===== src/include/rtcr_consts.vh =====
/*
 Constants for the remote temperature configuration register bank.
 Assumes inclusion by bare name from design files.
*/
`ifndef RTCR_CONSTS_VH
`define RTCR_CONSTS_VH
`define RTCR_CMD_CONFIG      8'h03
`define RTCR_CMD_ONE_SHOT    8'h0f
`define RTCR_CMD_R1_HIGH     8'h19
`define RTCR_CMD_R2_HIGH     8'h1a
`define RTCR_CMD_R1_LOW      8'h29
`define RTCR_CMD_R2_LOW      8'h2a
`define RTCR_CMD_MODEL_SEL   8'h30
`define RTCR_CMD_R1_OFFSET   8'h31
`define RTCR_CMD_R2_OFFSET   8'h32
`define RTCR_CONFIG_RESET    8'h00
`define RTCR_MODEL_RESET     8'h02
`define RTCR_OFFSET_RESET    8'h00
`define RTCR_STANDBY_BIT     6
`define RTCR_MODEL_R1_BIT    1
`define RTCR_MODEL_R2_BIT    2
`define RTCR_FILTER_OFF      2'b00
`define RTCR_LOW_KEEP_MASK   8'he0
`define RTCR_LOW_FILT_MASK   8'hf8
`endif


===== src/rtl/rtcr_channel.v =====
/*
 One remote channel: applies the offset to the raw result and holds the
 corrected value in 1/32 degree units (13 bits: 8 integer, 5 fraction).
 Assumes raw results arrive as one-cycle strobes on clk_sys.
*/
`timescale 1ns/1ps
`default_nettype none
module rtcr_channel (
    input  wire        clk_sys,
    input  wire        sys_rst,
    input  wire        raw_valid,
    input  wire [12:0] raw_value,
    input  wire [7:0]  offset,
    output reg  [12:0] value_r
);
    reg  [13:0] sum;

    // Offset is 0.5 degree units, so shift by four to reach 1/32 units
    always @* begin
        sum = {1'b0, raw_value} + {{2{offset[7]}}, offset, 4'h0};
    end

    // Update only on a finished conversion; bit 13 is a borrow for a
    // negative offset and a carry for a positive one, so both clamp
    always @(posedge clk_sys or posedge sys_rst) begin
        if (sys_rst) begin
            value_r <= 13'h0000;
        end else if (raw_valid) begin
            if (offset[7] && sum[13])
                value_r <= 13'h0000; // Below zero after the offset
            else if (!offset[7] && sum[13])
                value_r <= 13'h1fff;
            else
                value_r <= sum[12:0];
        end
    end
endmodule // rtcr_channel
`default_nettype wire


===== src/rtl/rtcr_regs.v =====
/*
 Register bank for the unsigned remote results, diode model select,
 offset correction and main configuration. Each remote channel adds its
 offset to the raw result and keeps the corrected value; a high byte read
 freezes the matching low byte until that low byte is read.
 Command codes handled here:
   0x03       main configuration, only the standby bit is stored
   0x0f       one-shot, write only, the data byte is dropped
   0x19, 0x1a remote high bytes, read only
   0x29, 0x2a remote low bytes, read only, frozen by a high byte read
   0x30       diode model select, bits 2 and 1 stored
   0x31, 0x32 remote offsets, two's complement in half degrees
 Assumes an SMBus target engine on the same clock that decodes the bus:
 wr_stb/rd_stb pulse for one cycle with cmd_code (and wr_data), never
 both in one cycle. Filter fields come from the filter setting register
 outside this block and conv_busy from the conversion sequencer, both on
 clk_sys, so neither passes a synchroniser.
*/
`timescale 1ns/1ps
`default_nettype none
`include "rtcr_consts.vh"
module rtcr_regs (
    input  wire        clk_sys,
    input  wire        sys_rst,
    input  wire        wr_stb,
    input  wire        rd_stb,
    input  wire [7:0]  cmd_code,
    input  wire [7:0]  wr_data,
    output reg  [7:0]  rd_data_r,
    output reg         rd_hit_r,
    input  wire [1:0]  remote1_filter_field,
    input  wire [1:0]  remote2_filter_field,
    input  wire        raw1_valid,
    input  wire [12:0] raw1_value,
    input  wire        raw2_valid,
    input  wire [12:0] raw2_value,
    input  wire        conv_busy,
    output wire        soft_standby_bit,
    output wire        remote1_beta_comp_select,
    output wire        remote2_beta_comp_select,
    output wire [7:0]  remote1_offset,
    output wire [7:0]  remote2_offset,
    output reg         one_shot_start_r
);
    reg  [7:0]  config_r;
    reg  [7:0]  model_r;
    reg  [7:0]  off1_r;
    reg  [7:0]  off2_r;
    reg  [7:0]  low1_lock_r;
    reg  [7:0]  low2_lock_r;
    reg         lock1_r;
    reg         lock2_r;
    reg  [7:0]  rd_nxt;
    reg         hit_nxt;
    wire [12:0] val1;
    wire [12:0] val2;
    wire [7:0]  low1_live;
    wire [7:0]  low2_live;
    wire        wr_cfg;
    wire        wr_model;
    wire        wr_off1;
    wire        wr_off2;
    wire        wr_shot;
    wire        rd_hi1;
    wire        rd_hi2;
    wire        rd_lo1;
    wire        rd_lo2;
    reg  [7:0]  config_nxt;
    reg  [7:0]  model_nxt;
    reg  [7:0]  off1_nxt;
    reg  [7:0]  off2_nxt;
    reg  [7:0]  low1_lock_nxt;
    reg  [7:0]  low2_lock_nxt;
    reg         lock1_nxt;
    reg         lock2_nxt;
    reg         one_shot_start_nxt;

    // Low byte from a 13-bit value; extra fraction only while filtering
    function [7:0] low_byte;
        input [12:0] v;
        input [1:0]  filt;
        begin
            if (filt == `RTCR_FILTER_OFF)
                low_byte = {v[4:0], 3'h0} & `RTCR_LOW_KEEP_MASK;
            else
                low_byte = {v[4:0], 3'h0} & `RTCR_LOW_FILT_MASK;
        end
    endfunction

    // Strobe qualified by one command code; shared by read and write decode
    function cmd_match;
        input       stb;
        input [7:0] cmd;
        input [7:0] code;
        begin
            cmd_match = stb && (cmd == code);
        end
    endfunction

    // Held low byte while frozen, live one otherwise
    function [7:0] pick_low;
        input       lock;
        input [7:0] held;
        input [7:0] live;
        begin
            pick_low = lock ? held : live;
        end
    endfunction

    rtcr_channel u_ch1 (
        .clk_sys   (clk_sys),
        .sys_rst   (sys_rst),
        .raw_valid (raw1_valid),
        .raw_value (raw1_value),
        .offset    (off1_r),
        .value_r   (val1)
    );

    rtcr_channel u_ch2 (
        .clk_sys   (clk_sys),
        .sys_rst   (sys_rst),
        .raw_valid (raw2_valid),
        .raw_value (raw2_value),
        .offset    (off2_r),
        .value_r   (val2)
    );

    assign low1_live = low_byte(val1, remote1_filter_field);
    assign low2_live = low_byte(val2, remote2_filter_field);

    // Write decode; value registers have no write path at all
    assign wr_cfg   = cmd_match(wr_stb, cmd_code, `RTCR_CMD_CONFIG);
    assign wr_model = cmd_match(wr_stb, cmd_code, `RTCR_CMD_MODEL_SEL);
    assign wr_off1  = cmd_match(wr_stb, cmd_code, `RTCR_CMD_R1_OFFSET);
    assign wr_off2  = cmd_match(wr_stb, cmd_code, `RTCR_CMD_R2_OFFSET);
    assign wr_shot  = cmd_match(wr_stb, cmd_code, `RTCR_CMD_ONE_SHOT);

    // Read decode for the low byte freeze
    assign rd_hi1   = cmd_match(rd_stb, cmd_code, `RTCR_CMD_R1_HIGH);
    assign rd_hi2   = cmd_match(rd_stb, cmd_code, `RTCR_CMD_R2_HIGH);
    assign rd_lo1   = cmd_match(rd_stb, cmd_code, `RTCR_CMD_R1_LOW);
    assign rd_lo2   = cmd_match(rd_stb, cmd_code, `RTCR_CMD_R2_LOW);

    // Next values of the writable registers; reserved bits are never stored
    always @* begin
        config_nxt = config_r;
        model_nxt  = model_r;
        off1_nxt   = off1_r;
        off2_nxt   = off2_r;
        if (wr_cfg) begin
            config_nxt = {1'b0, wr_data[`RTCR_STANDBY_BIT], 6'h00};
        end
        if (wr_model) begin
            model_nxt = {5'h00, wr_data[`RTCR_MODEL_R2_BIT],
                         wr_data[`RTCR_MODEL_R1_BIT], 1'b0};
        end
        if (wr_off1) begin
            off1_nxt = wr_data;
        end
        if (wr_off2) begin
            off2_nxt = wr_data;
        end
    end

    // Writable registers; the defaults return on every reset
    always @(posedge clk_sys or posedge sys_rst) begin
        if (sys_rst) begin
            config_r <= `RTCR_CONFIG_RESET;
            model_r  <= `RTCR_MODEL_RESET;
            off1_r   <= `RTCR_OFFSET_RESET;
            off2_r   <= `RTCR_OFFSET_RESET;
        end else begin
            config_r <= config_nxt;
            model_r  <= model_nxt;
            off1_r   <= off1_nxt;
            off2_r   <= off2_nxt;
        end
    end

    // One-shot request: data ignored; dropped outside standby or while the
    // sequencer runs, so a write never stacks a second sequence
    always @* begin
        one_shot_start_nxt = 1'b0;
        if (wr_shot && config_r[`RTCR_STANDBY_BIT] && !conv_busy) begin
            one_shot_start_nxt = 1'b1;
        end
    end

    // Registered start pulse, one cycle wide
    always @(posedge clk_sys or posedge sys_rst) begin
        if (sys_rst) begin
            one_shot_start_r <= 1'b0;
        end else begin
            one_shot_start_r <= one_shot_start_nxt;
        end
    end

    // Low byte freeze: a high read captures, a low read releases; a
    // repeated high read captures again and overrides the held byte
    always @* begin
        lock1_nxt     = lock1_r;
        lock2_nxt     = lock2_r;
        low1_lock_nxt = low1_lock_r;
        low2_lock_nxt = low2_lock_r;
        if (rd_hi1) begin
            lock1_nxt     = 1'b1;
            low1_lock_nxt = low1_live;
        end else if (rd_lo1) begin
            lock1_nxt = 1'b0;
        end
        if (rd_hi2) begin
            lock2_nxt     = 1'b1;
            low2_lock_nxt = low2_live;
        end else if (rd_lo2) begin
            lock2_nxt = 1'b0;
        end
    end

    // Freeze state; the held byte stays after release but is not used
    always @(posedge clk_sys or posedge sys_rst) begin
        if (sys_rst) begin
            lock1_r     <= 1'b0;
            lock2_r     <= 1'b0;
            low1_lock_r <= 8'h00;
            low2_lock_r <= 8'h00;
        end else begin
            lock1_r     <= lock1_nxt;
            lock2_r     <= lock2_nxt;
            low1_lock_r <= low1_lock_nxt;
            low2_lock_r <= low2_lock_nxt;
        end
    end

    // Read mux; unknown commands answer zero and no hit
    always @* begin
        rd_nxt  = 8'h00;
        hit_nxt = 1'b1;
        case (cmd_code)
            `RTCR_CMD_CONFIG: begin
                rd_nxt = config_r;
            end
            `RTCR_CMD_R1_HIGH: begin
                rd_nxt = val1[12:5];
            end
            `RTCR_CMD_R2_HIGH: begin
                rd_nxt = val2[12:5];
            end
            `RTCR_CMD_R1_LOW: begin
                rd_nxt = pick_low(lock1_r, low1_lock_r, low1_live);
            end
            `RTCR_CMD_R2_LOW: begin
                rd_nxt = pick_low(lock2_r, low2_lock_r, low2_live);
            end
            `RTCR_CMD_MODEL_SEL: begin
                rd_nxt = model_r;
            end
            `RTCR_CMD_R1_OFFSET: begin
                rd_nxt = off1_r;
            end
            `RTCR_CMD_R2_OFFSET: begin
                rd_nxt = off2_r;
            end
            default: begin
                hit_nxt = 1'b0;
            end
        endcase
    end

    // Read data registered on the read strobe and held until the next
    always @(posedge clk_sys or posedge sys_rst) begin
        if (sys_rst) begin
            rd_data_r <= 8'h00;
            rd_hit_r  <= 1'b0;
        end else if (rd_stb) begin
            rd_data_r <= rd_nxt;
            rd_hit_r  <= hit_nxt;
        end
    end

    // Control outputs straight from the stored bits
    assign soft_standby_bit         = config_r[`RTCR_STANDBY_BIT];
    assign remote1_beta_comp_select = model_r[`RTCR_MODEL_R1_BIT];
    assign remote2_beta_comp_select = model_r[`RTCR_MODEL_R2_BIT];
    assign remote1_offset           = off1_r;
    assign remote2_offset           = off2_r;
endmodule // rtcr_regs
`default_nettype wire


===== config.mk =====
export PLATFORM = sky130hd
export DESIGN_NAME = rtcr_regs
export DESIGN_NICKNAME = d
export VERILOG_FILES = /design/src/rtl/rtcr_channel.v /design/src/rtl/rtcr_regs.v
export VERILOG_INCLUDE_DIRS = /design/src /design/src/include
export SDC_FILE = /design/constraint.sdc
export NUM_CORES = 1
export LEC_CHECK = 0
export BUFFER_PORTS_ARGS = -buffer_cell sky130_fd_sc_hd__buf_2
export CAP_MARGIN = 20
export CORE_ASPECT_RATIO = 1.1
export CORE_MARGIN = 4
export CORE_UTILIZATION = 57
export CTS_BUF_LIST = sky130_fd_sc_hd__clkbuf_4 sky130_fd_sc_hd__clkbuf_8
export DETAILED_ROUTE_END_ITERATION = 10
export PLACE_DENSITY = 0.78
export SYNTH_ARGS = -nofsm -noshare
export SYNTH_HDL_FRONTEND = slang
export SYNTH_SLANG_ARGS = --single-unit
export TNS_END_PERCENT = 1

===== constraint.sdc =====
create_clock -name clk_sys -period 3.1 [get_ports clk_sys]
set_input_delay 0.62 -clock clk_sys [delete_from_list [all_inputs] [get_ports clk_sys]]
set_output_delay 0.62 -clock clk_sys [all_outputs]
set_load 0.01 [all_outputs]

==> impl_results.md <==
- H-tree levels: 3
- Seq cells post-synth: 67
- Hold Fails Final Rpt: 0
- CTS buffer count: 9
- Worst Path Class, Setup: reg -> reg
- Net Count, Synth: 470
- Seq/Total Area, Yosys: 0.412
- # hold bufs at CTS: 0
- IO Count: between 80 and 90
- Cell count after placement: 552
- CP peak stage delay: 750 ps
- Routed WL: between 10 and 15 mm
- Post-layout nets: 551
- Finished Layout Cells: between 500 and 600
- Post-synthesis adder-cell area fraction: 0.0843
- Iter 0 DRT Violations: 259
- DRT met1 WL: 4.37 mm
- P_leak: 2.26 nW
- Worst setup EP type: register
- CORE AREA: 6970 µm²
- Leading cell type in the layout, fill and taps excluded: buf_2
- Yosys warning count: 0
- Commonest cells after routing, fill and taps aside: 81 x buf_2, 66 x dfrtp_1, 34 x nor2_1
- Final Setup Violations: 0
- ANT nets after route: 0
- Pwr/cell area: 456 nW/µm²
- Status: finished, final reports clean
- Drt first pass iters: 5
- Die Span Y: 96.6 µm
- Number of flops mapped to enable cells by yosys: 0
- Mux share of post-synthesis cell area: 0.114
- Hpwl dp: 7.69 mm
- Worst path cell trace: ha_1 > nand3_1 > nor2_1 > o2111ai_1 > a21oi_1 > nand2_1 > a311oi_1
- Largest family of logic cells by synthesized area: compound AO/OA/AOI/OAI gates
- DRC violations left: 0
- Gpl congestion: around 0.94
- Worst hold path depth: 2
- Root Buffer: clkbuf_8
- Met2 Routed Length: 4.86 mm
- Max Slew Vio Count: 0
- Reg area: 1680 µm²
- Post-route minimum period: 2680 ps
- Clock Latency Late Sink: around 350 ps
- Maxcap violations: 0
- Total grt overflow: 0
- Multi-input logic area: 2250 µm²
- Worst Max-Slew Pin Slew: 908 ps
- Post-synth ARST share: 1.00
- Post-Synth Simple-Gate Area: 0.122
- RSZ-0062 raised after global routing: false
- Die area: 8560 µm²
- Slew headroom: 0.395
- Vias per cell: 6.10
- Critical path required time: 3350 ps
- Initial Utilization: 0.584
- Die width: between 80 and 90 µm
- Final period utilization: 0.865
- Clk_skew: 3.81 ps
- Worst-path clk slew: 70 ps
- Hold_ws: 445 ps
- First-pass GRT wire length: 16.6 mm
- FP Rows: 32
- GRT Util Overall: 0.251
- Initial antenna violation count: 0
- Fillers: 560
- CP bufs+invs: 0
- CTS tree: built
- Synth Area in Compound Gates: 0.206
- Post-cts resize count: 0
- Crit path arrival time: 2930 ps
- Worst R2R Path Depth: 7
- Peak supply drop: 0.417 mV
- Syn Area/Cell: 10.2 µm²
- Mapped Area: 4070 µm²
- Max stage delay cell, worst path: a21oi_1
- Cell family with most CP delay: compound AO/OA/AOI/OAI gates
- Area growth syn-to-layout: 16.9%
- Via count: 3462
- Xor/xnor share of the synthesized area: 0.0280
- CP max FO: 12
- Max clock buf depth: 2
- Peak Freq: 373 MHz
- Cell count after synthesis: 397
- # diodes: 0
- Critical path startpoint category: register
- Worst path depth: 7
- Layout cell share with drive strength beyond 1: 0.308
- Vias in the first global route: between 3000 and 4000
- Post-CTS Setup Bufs: 0
- Setup TNS Final: 0 ps
- PortBufs: 81
- Hold Crit Class: in -> reg
- Most used DFF post-synth: dfrtp_1
- Met3 WL: 703 µm
- Largest net degree at the start of global routing: 68
- CTS sink cnt: 67
- Post-DR wirelength/cell: 17.9 µm
- Top Metal Used: met4
- Post-synth cell types: 64
[layer usage]
layer / GRT usage / vias up
li1: - / 1652
met1: 0.338 / 1662
met2: 0.389 / 125
met3: 0.0716 / 23
met4: 0.0837 / 0
met5: 0 / -
[power by group]
part | leakage [nW] | switching (mW) | internal, mW | total (mW)
sequential | 0.853 | 0.0690 | 0.950 | 1.02
clock | 0.110 | 0.336 | 0.423 | 0.759
combinational | 1.30 | 0.209 | 0.183 | 0.392
[logic make-up (layout without fill, tap and decap cells)]
logic type	Yosys count	after routing
flops	67	67
fa+ha+maj	27	27
mux	40	40
simple gates	92	92
buf+inv	34	120
compound gates	124	124
xor+xnor	13	13
[synthesized netlist by cell type, drive strengths merged (2+ instances only)]
master   number  area [µm²]
ha           18         225
a21oi        29         145
a31oi         4        25.0
a222oi        3        30.0
inv          17        63.8
o21a          2        15.0
maj3          7        77.6
mux2         35         413
dfrtp        66        1650
o211ai        2        15.0
nand2b        2        12.5
a21o          5        37.5
nor4          3        18.8
buf           7        35.0
a22o          8        70.1
nor3b         3        27.5
o2111ai       2        17.5
a22oi        11        82.6
a311oi        3        26.3
or3           2        17.5
xor2          4        35.0
fa            2        40.0
nand4         2        12.5
clkbuf        9        33.8
nor2b         5        31.3
mux2i         5        50.1
nand2        20        82.6
nor3          4        42.5
o21ai        32         160
xnor2         9        78.8
nand3        11        72.6
nor2         34         128
o2bb2ai      11        96.3
a211oi        3        27.5
[worst register-to-register path, cell delays in order, from the launching register on]
cell and delay, ps:
dfrtp_1 440, ha_1 390, nand3_1 90, nor2_1 160, o2111ai_1 160, a21oi_1 760, nand2_1 240, a311oi_1 340
[sequential cells by signal, summed over array words and instances (netlist names)]
register,count
lock2_r,1
rd_data_r,8
remote1_offset,8
rd_hit_r,1
u_ch1.value_r,13
config_r,1
one_shot_start_r,1
lock1_r,1
low1_lock_r,5
remote2_offset,8
low2_lock_r,5
model_r,2
u_ch2.value_r,13
[through the flow]
stage | cell area, µm² | total power, mW | worst slack (ps) | utilization
after floorplan | 4070 | 1.28 | 713 | -
after global placement | 4550 | 1.41 | 343 | 0.653
after detailed placement | 4550 | 1.42 | 217 | 0.653
after CTS | 4760 | 2.17 | 456 | 0.683
after global routing | 4760 | 2.27 | 120 | 0.683
final | 4760 | 2.17 | 419 | 0.683
[path summary, 6_finish.rpt]
path / end / slack, ps / startpoint
max: u_ch2.value_r[8] / 420 / remote2_offset[3]
min: one_shot_start_r / 440 / conv_busy
max reg2reg: u_ch2.value_r[8] / 420 / remote2_offset[3]
min reg2reg: low2_lock_r[3] / 490 / low2_lock_r[3]
max in group asynchronous: remote1_offset[5] / 2050 / sys_rst
min in group asynchronous: low2_lock_r[6] / 500 / sys_rst
[final cells by class]
type / instances / share of cell area
Clock buffer: 12 / 0.0334
Tap cell: 85 / 0.0224
Clock inverter: 4 / 0.0103
Inverter: 18 / 0.0142
Sequential cell: 67 / 0.353
Timing Repair Buffer: 86 / 0.0931
Multi-Input combinational cell: 296 / 0.474
No activity file was read; power rests on OpenSTA's default activity.
